<file path="src/pkg/sled_defines.vh">
// constants for the status led / gpio pin block
// assumes inclusion by bare name from logic files
`ifndef SLED_DEFINES_VH
`define SLED_DEFINES_VH
`define SLED_NUM_LINES 3
`define SLED_CLK_MHZ 100
`define SLED_BLINK_MS 80
`define SLED_BLINK_CYCLES (`SLED_BLINK_MS * 1000 * `SLED_CLK_MHZ)
`define SLED_TYPE_INPUT 2'h0
`define SLED_TYPE_PUSHPULL 2'h1
`define SLED_TYPE_OPENDRAIN 2'h2
`define SLED_LINE_SPEED 0
`define SLED_LINE_LINK 1
`define SLED_LINE_DUPLEX 2
`define SLED_ST_DARK 2'h0
`define SLED_ST_ON 2'h1
`define SLED_ST_OFF 2'h2
`define SLED_ST_HOLD 2'h3
`endif

</file>
<file path="src/logic/sled_blink.v">
// link and activity blinker: off pulse then a guaranteed on time
// assumes link and activity flags synchronous to core_clk
`timescale 1ns/1ns
`include "sled_defines.vh"
module sled_blink #(
	parameter BLINK_CYCLES = `SLED_BLINK_CYCLES
) (
	input wire core_clk,
	input wire rst,
	input wire link_up,
	input wire activity,
	output reg led_n
);
	reg [1:0] state;
	reg [31:0] count;
	reg [1:0] next_state;
	reg [31:0] next_count;
	reg next_led_n;
	always @* begin
		next_state = state;
		next_count = count;
		next_led_n = 1'b1;
		case (state)
			`SLED_ST_DARK: begin
				if (link_up) begin
					next_state = `SLED_ST_ON;
					next_led_n = 1'b0;
				end
			end
			`SLED_ST_ON: begin
				next_led_n = 1'b0;
				if (!link_up) begin
					next_state = `SLED_ST_DARK;
					next_led_n = 1'b1;
				end else if (activity) begin
					next_state = `SLED_ST_OFF;
					next_count = 32'h0000_0000;
					next_led_n = 1'b1;
				end
			end
			`SLED_ST_OFF: begin
				next_count = count + 32'h0000_0001;
				if (!link_up) begin
					next_state = `SLED_ST_DARK;
				end else if (count >= BLINK_CYCLES - 1) begin
					next_state = `SLED_ST_HOLD;
					next_count = 32'h0000_0000;
					next_led_n = 1'b0;
				end
			end
			`SLED_ST_HOLD: begin
				next_led_n = 1'b0;
				next_count = count + 32'h0000_0001;
				if (!link_up) begin
					next_state = `SLED_ST_DARK;
					next_led_n = 1'b1;
				end else if (count >= BLINK_CYCLES - 1) begin
					next_state = `SLED_ST_ON;
				end
			end
			default: begin
				next_state = `SLED_ST_DARK;
			end
		endcase
	end
	always @(posedge core_clk) begin
		if (rst) begin
			state <= `SLED_ST_DARK;
			count <= 32'h0000_0000;
			led_n <= 1'b1;
		end else begin
			state <= next_state;
			count <= next_count;
			led_n <= next_led_n;
		end
	end
endmodule

</file>
<file path="src/logic/sled_gpio.v">
// three gpio lines multiplexed with active-low status leds, plus crossover strap
// assumes phy status inputs and pin inputs synchronous to core_clk
// Operation
// Auto crossover is enabled when the strap reads high or floating and disabled when low.
// Each line is configurable as push-pull output, open-drain output or input.
// A line in led function is driven open-drain whatever its output type.
// The speed led is low while the link runs at 100Mb.
// The speed led is high in negotiation, with no cable and at 10Mbs.
// The link and activity led is low while a valid link exists.
// Activity while linked turns the link led off for 80mS.
// After each off pulse the link led stays low at least 80mS before another.
// The duplex led is low in full duplex and high otherwise.
// A per-line led select bit defaults to gpio function after reset.
`timescale 1ns/1ns
`include "sled_defines.vh"
module sled_gpio #(
	parameter NUM_LINES = `SLED_NUM_LINES,
	parameter BLINK_CYCLES = `SLED_BLINK_CYCLES
) (
	input wire core_clk,
	input wire rst,
	input wire crossover_auto_strap,
	input wire [NUM_LINES-1:0] cfg_led_sel,
	input wire [2*NUM_LINES-1:0] cfg_out_type,
	input wire [NUM_LINES-1:0] cfg_out_data,
	input wire phy_link_up,
	input wire phy_speed_100,
	input wire phy_full_duplex,
	input wire phy_autoneg_busy,
	input wire phy_activity,
	input wire [NUM_LINES-1:0] gpio_in,
	output wire [NUM_LINES-1:0] gpio_out,
	output wire [NUM_LINES-1:0] gpio_oe,
	output wire [NUM_LINES-1:0] gpio_rd_data,
	output reg crossover_auto_en
);
	wire link_led_n;
	reg [NUM_LINES-1:0] led_sel;
	reg [2*NUM_LINES-1:0] out_type;
	reg speed_led_n;
	reg duplex_led_n;
	// strap is sampled every clock after reset, so a late pull settles in
	always @(posedge core_clk) begin
		if (rst) begin
			crossover_auto_en <= 1'b1;
		end else begin
			crossover_auto_en <= crossover_auto_strap;
		end
	end
	// configuration is latched so reset forces gpio input
	always @(posedge core_clk) begin
		if (rst) begin
			led_sel <= {NUM_LINES{1'b0}};
			out_type <= {2*NUM_LINES{1'b0}};
		end else begin
			led_sel <= cfg_led_sel;
			out_type <= cfg_out_type;
		end
	end
	always @(posedge core_clk) begin
		if (rst) begin
			speed_led_n <= 1'b1;
			duplex_led_n <= 1'b1;
		end else begin
			speed_led_n <= !(phy_link_up && phy_speed_100 && !phy_autoneg_busy);
			duplex_led_n <= !(phy_link_up && phy_full_duplex);
		end
	end
	sled_blink #(
		.BLINK_CYCLES(BLINK_CYCLES)
	) u_blink (
		.core_clk(core_clk),
		.rst(rst),
		.link_up(phy_link_up),
		.activity(phy_activity),
		.led_n(link_led_n)
	);
	function [0:0] led_level;
		input integer idx;
		input s, l, d;
		begin
			if (idx == `SLED_LINE_SPEED) led_level = s;
			else if (idx == `SLED_LINE_LINK) led_level = l;
			else led_level = d;
		end
	endfunction
	genvar i;
	generate
		for (i = 0; i < NUM_LINES; i = i + 1) begin : g_line
			wire [1:0] ty = out_type[2*i+1:2*i];
			// one flop set per line keeps each output bit to a single driver
			reg out_q;
			reg oe_q;
			reg rd_q;
			assign gpio_out[i] = out_q;
			assign gpio_oe[i] = oe_q;
			assign gpio_rd_data[i] = rd_q;
			always @(posedge core_clk) begin
				if (rst) begin
					out_q <= 1'b0;
					oe_q <= 1'b0;
					rd_q <= 1'b0;
				end else begin
					rd_q <= gpio_in[i];
					if (led_sel[i]) begin
						// open drain: drive only the low level
						out_q <= 1'b0;
						oe_q <= !led_level(i, speed_led_n, link_led_n, duplex_led_n);
					end else if (ty == `SLED_TYPE_PUSHPULL) begin
						out_q <= cfg_out_data[i];
						oe_q <= 1'b1;
					end else if (ty == `SLED_TYPE_OPENDRAIN) begin
						out_q <= 1'b0;
						oe_q <= !cfg_out_data[i];
					end else begin
						out_q <= 1'b0;
						oe_q <= 1'b0;
					end
				end
			end
		end
	endgenerate
endmodule

</file>
<file path="config.mk">
export PLATFORM = sky130hd
export DESIGN_NAME = sled_gpio
export DESIGN_NICKNAME = d
export VERILOG_FILES = /design/src/logic/sled_blink.v /design/src/logic/sled_gpio.v
export VERILOG_INCLUDE_DIRS = /design/src /design/src/pkg
export SDC_FILE = /design/constraint.sdc
export NUM_CORES = 1
export LEC_CHECK = 0
export BUFFER_PORTS_ARGS = -buffer_cell sky130_fd_sc_hd__buf_2
export CAP_MARGIN = 20
export CELL_PAD_IN_SITES_DETAIL_PLACEMENT = 0
export CELL_PAD_IN_SITES_GLOBAL_PLACEMENT = 1
export CORE_ASPECT_RATIO = 2
export CORE_MARGIN = 2
export CORE_UTILIZATION = 44
export CTS_CLUSTER_DIAMETER = 80
export DETAILED_ROUTE_END_ITERATION = 10
export GPL_ROUTABILITY_DRIVEN = 0
export HOLD_SLACK_MARGIN = 0.06
export MAX_ROUTING_LAYER = met4
export PLACE_DENSITY = 0.91
export SLEW_MARGIN = 20
export SYNTH_ARGS = -nofsm -noshare
export SYNTH_HDL_FRONTEND = slang
export SYNTH_SLANG_ARGS = --single-unit
</file>
<file path="constraint.sdc">
create_clock -name core_clk -period 2.1 [get_ports core_clk]
set_input_delay 0.315 -clock core_clk [delete_from_list [all_inputs] [get_ports core_clk]]
set_output_delay 0.315 -clock core_clk [all_outputs]
set_load 0.01 [all_outputs]
</file>
# Word level (Yosys, flattened, before mapping)

Cells that the tools add are included.

$add $sub $neg: 1
$lt $le $gt $ge: 1
Equal/unequal tests: 15
Mux-type cells: 34
Bitwise logic cells: 3
Reduce and logical (&&, ||, !) cells: 20

Operators by type and width:

| kind                  | number |
|---|---|
| $mux 32               | 4 |
| $pmux 32 s3           | 1 |
| $add 32x1->32 const B | 1 |
| $ge 32x23->1 const B  | 1 |
| $mux 1                | 20 |
| $mux 2                | 7 |
| $eq 2x2->1 const B    | 5 |
| $logic_not 1->1       | 9 |
| $reduce_or 3->1       | 3 |
| $eq 2x1->1 const B    | 4 |
| $pmux 2 s4            | 1 |
| $ne 2x2->1 const B    | 3 |
| $ne 3x2->1 const B    | 2 |
| $reduce_and 4->1      | 1 |
| $logic_and 1x1->1     | 3 |
| $ne 3x3->1 const B    | 1 |
| $not 1->1             | 3 |
| $pmux 1 s3            | 1 |
| $reduce_and 3->1      | 1 |
| $reduce_bool 3->1     | 1 |
| $logic_not 2->1       | 1 |
| $reduce_or 2->1       | 1 |

Register bits: 56
Bits of input ports: 23
Output and inout bits: 10
Word-level logic and storage cells: 91

# Longest topological paths before layout

Depth in word-level cells: 4
Mapped depth: 8
Mapped depth without buffers: 7

# Cells and area by module

Synthesis repeated with hierarchy kept, for this count alone.

Cells, all modules: 290
Area, all modules: 2,805.2 um^2

By module, submodules not included:

| module     | times used | cells each | area each (um^2) | sequential area each (um^2) |
|---|---|---|---|---|
| sled_blink | 1          | 224        | 2,054.5          | 700.7 |
| sled_gpio  | 1          | 66         | 750.7            | 420.4 |

# Least setup slack after synthesis

OpenSTA, ideal clock, no wires.

Path kind: reg-to-reg
Start point: reg u_blink.state[1]
End point: reg u_blink.count[10]
Library setup time: 0.130 ns
Data arrival time: 1.788 ns
Data required time: 1.970 ns
Path slack: 0.182 ns
Stages on the path, launching flop included: 7
Path buffers: 1
Clock period less this slack: 1.918 ns
Cells stage by stage: dfxtp_1 inv_1 ha_1 a21boi_2 o41ai_1 clkbuf_1 nor3_1

Word-level cells in the longest chain between the ends: 3
Elaborated cells on any way between the ends: 8
Classes of those cells: eq/ne (5); mux (1); reduce/logical (2)

RTL lines:

| item                                                      | line            | source |
|---|---|---|
| start, declared                                           | sled_blink.v:14 | `reg [1:0] state;` |
| start signal, assigned                                    | sled_blink.v:68 | `` state <= `SLED_ST_DARK; `` |
| start signal, assigned                                    | sled_blink.v:72 | `state <= next_state;` |
| $eq 2x1->1 or $eq 2x2->1 (tied branches)                  | sled_blink.v:23 | `case (state)` |
| $ne 2x2->1 (no line) or $reduce_bool 3->1 (tied branches) | n/a             |  |
| $reduce_and 3->1 (no line)                                | n/a             |  |
| end signal, assigned                                      | sled_blink.v:73 | `count <= next_count;` |
| end, declared                                             | sled_blink.v:15 | `reg [31:0] count;` |

Several ways; a longest one is shown, not always the timed one.
A chain may end at the register's enable or synchronous reset.

# Worst setup path after layout

Start point: reg u_blink.count[23]
End point: reg u_blink.count[8]

Word-level cells in the longest chain between the ends: 4

RTL lines:

| item         | line            | source |
|---|---|---|
| $ge 32x23->1 | sled_blink.v:45 | `end else if (count >= BLINK_CYCLES - 1) begin` |
| $mux 32      | sled_blink.v:45 |  |
| $mux 32      | sled_blink.v:43 | `if (!link_up) begin` |
| $pmux 32 s3  | sled_blink.v:23 |  |

No other way between the ends.

==> summary.md <==
| Metric | Value |
|---|---|
| Outcome | `finished, final reports clean` |
| Via count of the first global-routing pass | `2065` |
| Highest fanout seen on the critical path | `20` |
| Internal reg-to-reg setup slack | `0.11 ns` |
| Area of the core | `5710 µm²` |
| Post-DR wirelength/cell | `15.4 µm` |
| Overall fraction of global-route tracks in use | `0.191` |
| HP Start | `phy_full_duplex` |
| Kind of start point of the critical path | `register` |
| Max stage delay on crit path | `0.50 ns` |
| Switching share of total power | `0.225` |
| Detailed Routing Iterations Pass 1 | `4` |
| CTS Buffer Depth | `2` |
| Distinct cells, synth | `45` |
| Filler-free cell count of the finished design | `376` |
| Setup repair after global routing missed its margin | `no` |
| Post-route antenna net violation count | `0` |
| Most common cell after layout, fill and taps aside | `sky130_fd_sc_hd__dfxtp_1` |
| Worst clock skew on the final layout | `0.00607 ns` |
| TritonCTS clock tree | `yes` |
| Start-to-end type of the worst setup path | `reg -> reg` |
| Sw Pwr | `506 µW` |
| Fraction of power consumed by combinational cells | `0.083` |
| Mapped cell area | `2620 µm²` |
| Area growth from synthesis to final layout | `16.8%` |
| H-tree depth | `2` |
| Number of max-slew violations in the final report | `0` |
| Part of the cycle the worst path needs | `0.946` |
| Number of cells on the worst hold path | `2` |
| Count of fill cells added during filler insertion | `515` |
| Post-route total power | `2250 µW` |
| Total of buffers placed on input and output ports | `32` |
| Top delay family on crit path | `simple AND/OR/NAND/NOR gates` |
| Clk pwr share | `0.426` |
| Mean cell area of the mapped netlist | `9.36 µm²` |
| Crit-path cells | `or4b_1 -> nor3_1 -> o21a_2 -> o311a_4 -> buf_12 -> nor3_1` |
| Internal power component | `1740 µW` |
| Number of synthesized flops with an enable pin | `0` |
| CTS Root Buffer Type | `sky130_fd_sc_hd__clkbuf_16` |
| Die H | `113 µm` |
| Vias per Instance | `5.65` |
| Nets in the synthesized netlist | `309` |
| Insertion delay of the later-clocked pin in the worst-skew pair | `0.30 ns` |
| Endpoint of the worst-slack reg-to-reg timing path | `u_blink.count[8]` |
| Cell with the biggest individual delay on the critical path | `sky130_fd_sc_hd__or4b_1` |
| Overall routed net length | `5.77 mm` |
| Area taken by flip-flops and latches | `1130 µm²` |
| Max frequency | `504 MHz` |
| Number of I/O pins | `33` |
| Launch instance of the worst register-to-register path | `u_blink.count[23]` |
| Share of Yosys cell area claimed by the top area cell type | `0.428` |
| Clock buffer count from CTS | `5` |
| Floorplan die area | `6630 µm²` |
| Cell count after placement | `365` |
| Final number of setup-violating endpoints | `0` |
| Seq pwr share | `0.491` |
| Leading cell types in the layout, fill and taps excluded | `54 x sky130_fd_sc_hd__dfxtp_1, 39 x sky130_fd_sc_hd__nor3_1, 33 x sky130_fd_sc_hd__buf_2, 23 x sky130_fd_sc_hd__xor2_1, 16 x sky130_fd_sc_hd__nor2b_1` |
| Count of maximum capacitance violations | `0` |
| Vias after detailed routing | `2123` |
| Part of the Yosys area used for sequential elements | `0.428` |
| Worst endpoint data arrival time | `2.17 ns` |
| Number of DRC markers in iteration 0 | `60` |
| Rel. slew slack | `0.655` |
| Largest net degree at the start of global routing | `23` |
| Buffers and inverters on the worst path | `1` |
| Classification of the worst-slack hold path | `in -> reg` |
| Required time at the worst-slack endpoint | `2.28 ns` |
| Die outline width | `58.6 µm` |
| Ant diodes | `0` |
| Time the worst path needs with I/O delays and setup | `1.99 ns` |
| Sum Neg Setup Slack | `0 ns` |
| Cell type contributing the most total cell area after synthesis | `sky130_fd_sc_hd__dfxtp_1` |
| Clock-pin transition on the worst setup and hold timing paths | `0.07 ns` |
| Depth of the worst register-to-register path | `6` |
| Proportion of synthesized flip-flops having asynchronous set or reset | `0` |
| Cells taking the most area after synthesis | `sky130_fd_sc_hd__dfxtp_1 43%, sky130_fd_sc_hd__xor2_1 7.7%, sky130_fd_sc_hd__nor3_1 7.4%` |
| Total congestion overflow after global routing | `0` |
| Effective utilization at floorplan | `0.459` |
| Instance count of the mapped netlist | `280` |
| Count of standard-cell rows | `39` |
| Number of synthesis warnings | `0` |
| Register bit count reported by yosys | `56` |
| Least-Margin Pin Slew | `0.510 ns` |
| Critical Path Most Common Cell | `sky130_fd_sc_hd__nor3_1` |
| Pwr/cell area | `734 nW/µm²` |
| Antenna violations before repair | `0` |
| Share of final-layout standard cells stronger than drive strength 1 | `0.225` |
| Setup crit end kind | `register` |
| End point of the most critical hold path | `duplex_led_n` |
| Peak supply drop | `0.000867 V` |
| # clock sinks | `56` |
| Multi-input gate area in the final layout | `1370 µm²` |
| Net count of the finished layout | `343` |
| Number of hold-repair buffers added at the cts stage | `0` |
| Hpwl dp | `4.14 mm` |
| Hold_ws | `0.175 ns` |
| Final number of hold-violating endpoints | `0` |
| Leading register cell type out of synthesis | `sky130_fd_sc_hd__dfxtp_1` |
| Wire length of the first global-routing pass | `9.47 mm` |
| Leakage power figure | `0.00120 µW` |
| DR DRC count | `0` |
==> how the worst max path moves through the flow <==
| stage | start | end | slack (ns) | cells past startpoint |
|---|---|---|---|---|
| final | u_blink.count[23] | u_blink.count[8] | 0.11 | 6 |
| after global routing | u_blink.state[0] | u_blink.count[25] | 0.02 | 8 |
| after CTS | u_blink.state[1] | u_blink.count[31] | 0.07 | 8 |
| after detailed placement | u_blink.state[1] | u_blink.count[25] | 0.09 | 8 |
| after global placement | u_blink.state[1] | u_blink.count[31] | 0.14 | 8 |
| after floorplan | u_blink.state[1] | u_blink.count[10] | 0.18 | 6 |
==> state kept, by name (all words and copies together) (netlist names) <==
signal,flops
u_blink.count,32
out_type,6
g_line.oe_q,3
g_line.out_q,3
g_line.rd_q,3
led_sel,3
u_blink.state,2
crossover_auto_en,1
duplex_led_n,1
speed_led_n,1
u_blink.led_n,1
==> stage by stage <==
stage	area (µm²)	setup WS, ns	util
3_3_place_gp	2840	0.141	0.498
4_1_cts	3010	0.0677	0.528
3_5_place_dp	2840	0.0874	0.498
6_report	3060	0.114	0.536
2_1_floorplan	2620	0.182	-
5_1_grt	3060	0.0232	0.536
==> synthesized netlist by cell type, types with 2 or more instances <==
cell                       number
sky130_fd_sc_hd__a211oi_1       3
sky130_fd_sc_hd__and2_1         2
sky130_fd_sc_hd__and3_1         6
sky130_fd_sc_hd__and4_1         4
sky130_fd_sc_hd__buf_2          2
sky130_fd_sc_hd__buf_4         10
sky130_fd_sc_hd__buf_6          3
sky130_fd_sc_hd__clkbuf_1       4
sky130_fd_sc_hd__dfxtp_1       56
sky130_fd_sc_hd__ha_1           6
sky130_fd_sc_hd__inv_1          5
sky130_fd_sc_hd__mux2i_1        2
sky130_fd_sc_hd__nand2_1       12
sky130_fd_sc_hd__nand3_1       12
sky130_fd_sc_hd__nand4_1       15
sky130_fd_sc_hd__nand4b_1       2
sky130_fd_sc_hd__nor2_1        14
sky130_fd_sc_hd__nor2b_1       16
sky130_fd_sc_hd__nor3_1        39
sky130_fd_sc_hd__nor3b_1        5
sky130_fd_sc_hd__nor4_1         4
sky130_fd_sc_hd__o21ai_0        6
sky130_fd_sc_hd__xnor2_1        8
sky130_fd_sc_hd__xor2_1        23
==> timing repair <==
item                       4_1_cts  5_1_grt
setup buffers                    0        2
resized for setup                0        7
setup endpoints to repair        0       13
==> logic make-up (layout without fill, tap and decap cells) <==
logic type	count (synthesis)	in the layout	share of synthesized area
adders and majority gates	6	6	0.0287
DFF	56	56	0.428
buffers and inverters	25	60	0.0597
muxes	2	2	0.00764
and+or+nand+nor	141	141	0.312
xor gates and xnor gates	31	31	0.104
AOI/OAI and AO/OA	19	19	0.0606
==> worst register-to-register path, delay by kind of cell (launching register included) <==
kind / cells / cell delay (ns)
AND/OR/NAND/NOR: 3 / 0.84
AO/OA/AOI/OAI: 2 / 0.50
flip-flops: 1 / 0.36
buffers and inverters: 1 / 0.15
==> power by group through the flow <==
stage | Sequential, µW | Combinational [µW] | Clock [µW]
2_1_floorplan | 1130 | 122 | 0
3_3_place_gp | 1130 | 176 | 0
3_5_place_dp | 1130 | 179 | 0
4_1_cts | 1100 | 181 | 984
5_1_grt | 1110 | 204 | 1020
6_report | 1100 | 185 | 957
==> per-layer routing <==
| metal | up-vias | GRT usage | wire length [µm] |
|---|---|---|---|
| li1 | 1053 | - | - |
| met1 | 1009 | 0.188 | 2050 |
| met2 | 48 | 0.346 | 3360 |
| met3 | 13 | 0.0331 | 210 |
| met4 | 0 | 0.0915 | 150 |
| met5 | - | - | 0 |
==> final cells by class <==
| class | count | area share |
|---|---|---|
| multi-input cells | 199 | 0.448 |
| clock inverters | 3 | 0.0151 |
| well taps | 61 | 0.0249 |
| inverters | 5 | 0.00613 |
| repair buffers | 47 | 0.0965 |
| flip-flops and latches | 56 | 0.368 |
| clock buffers | 5 | 0.0409 |
(Power assumes the default switching activity.)
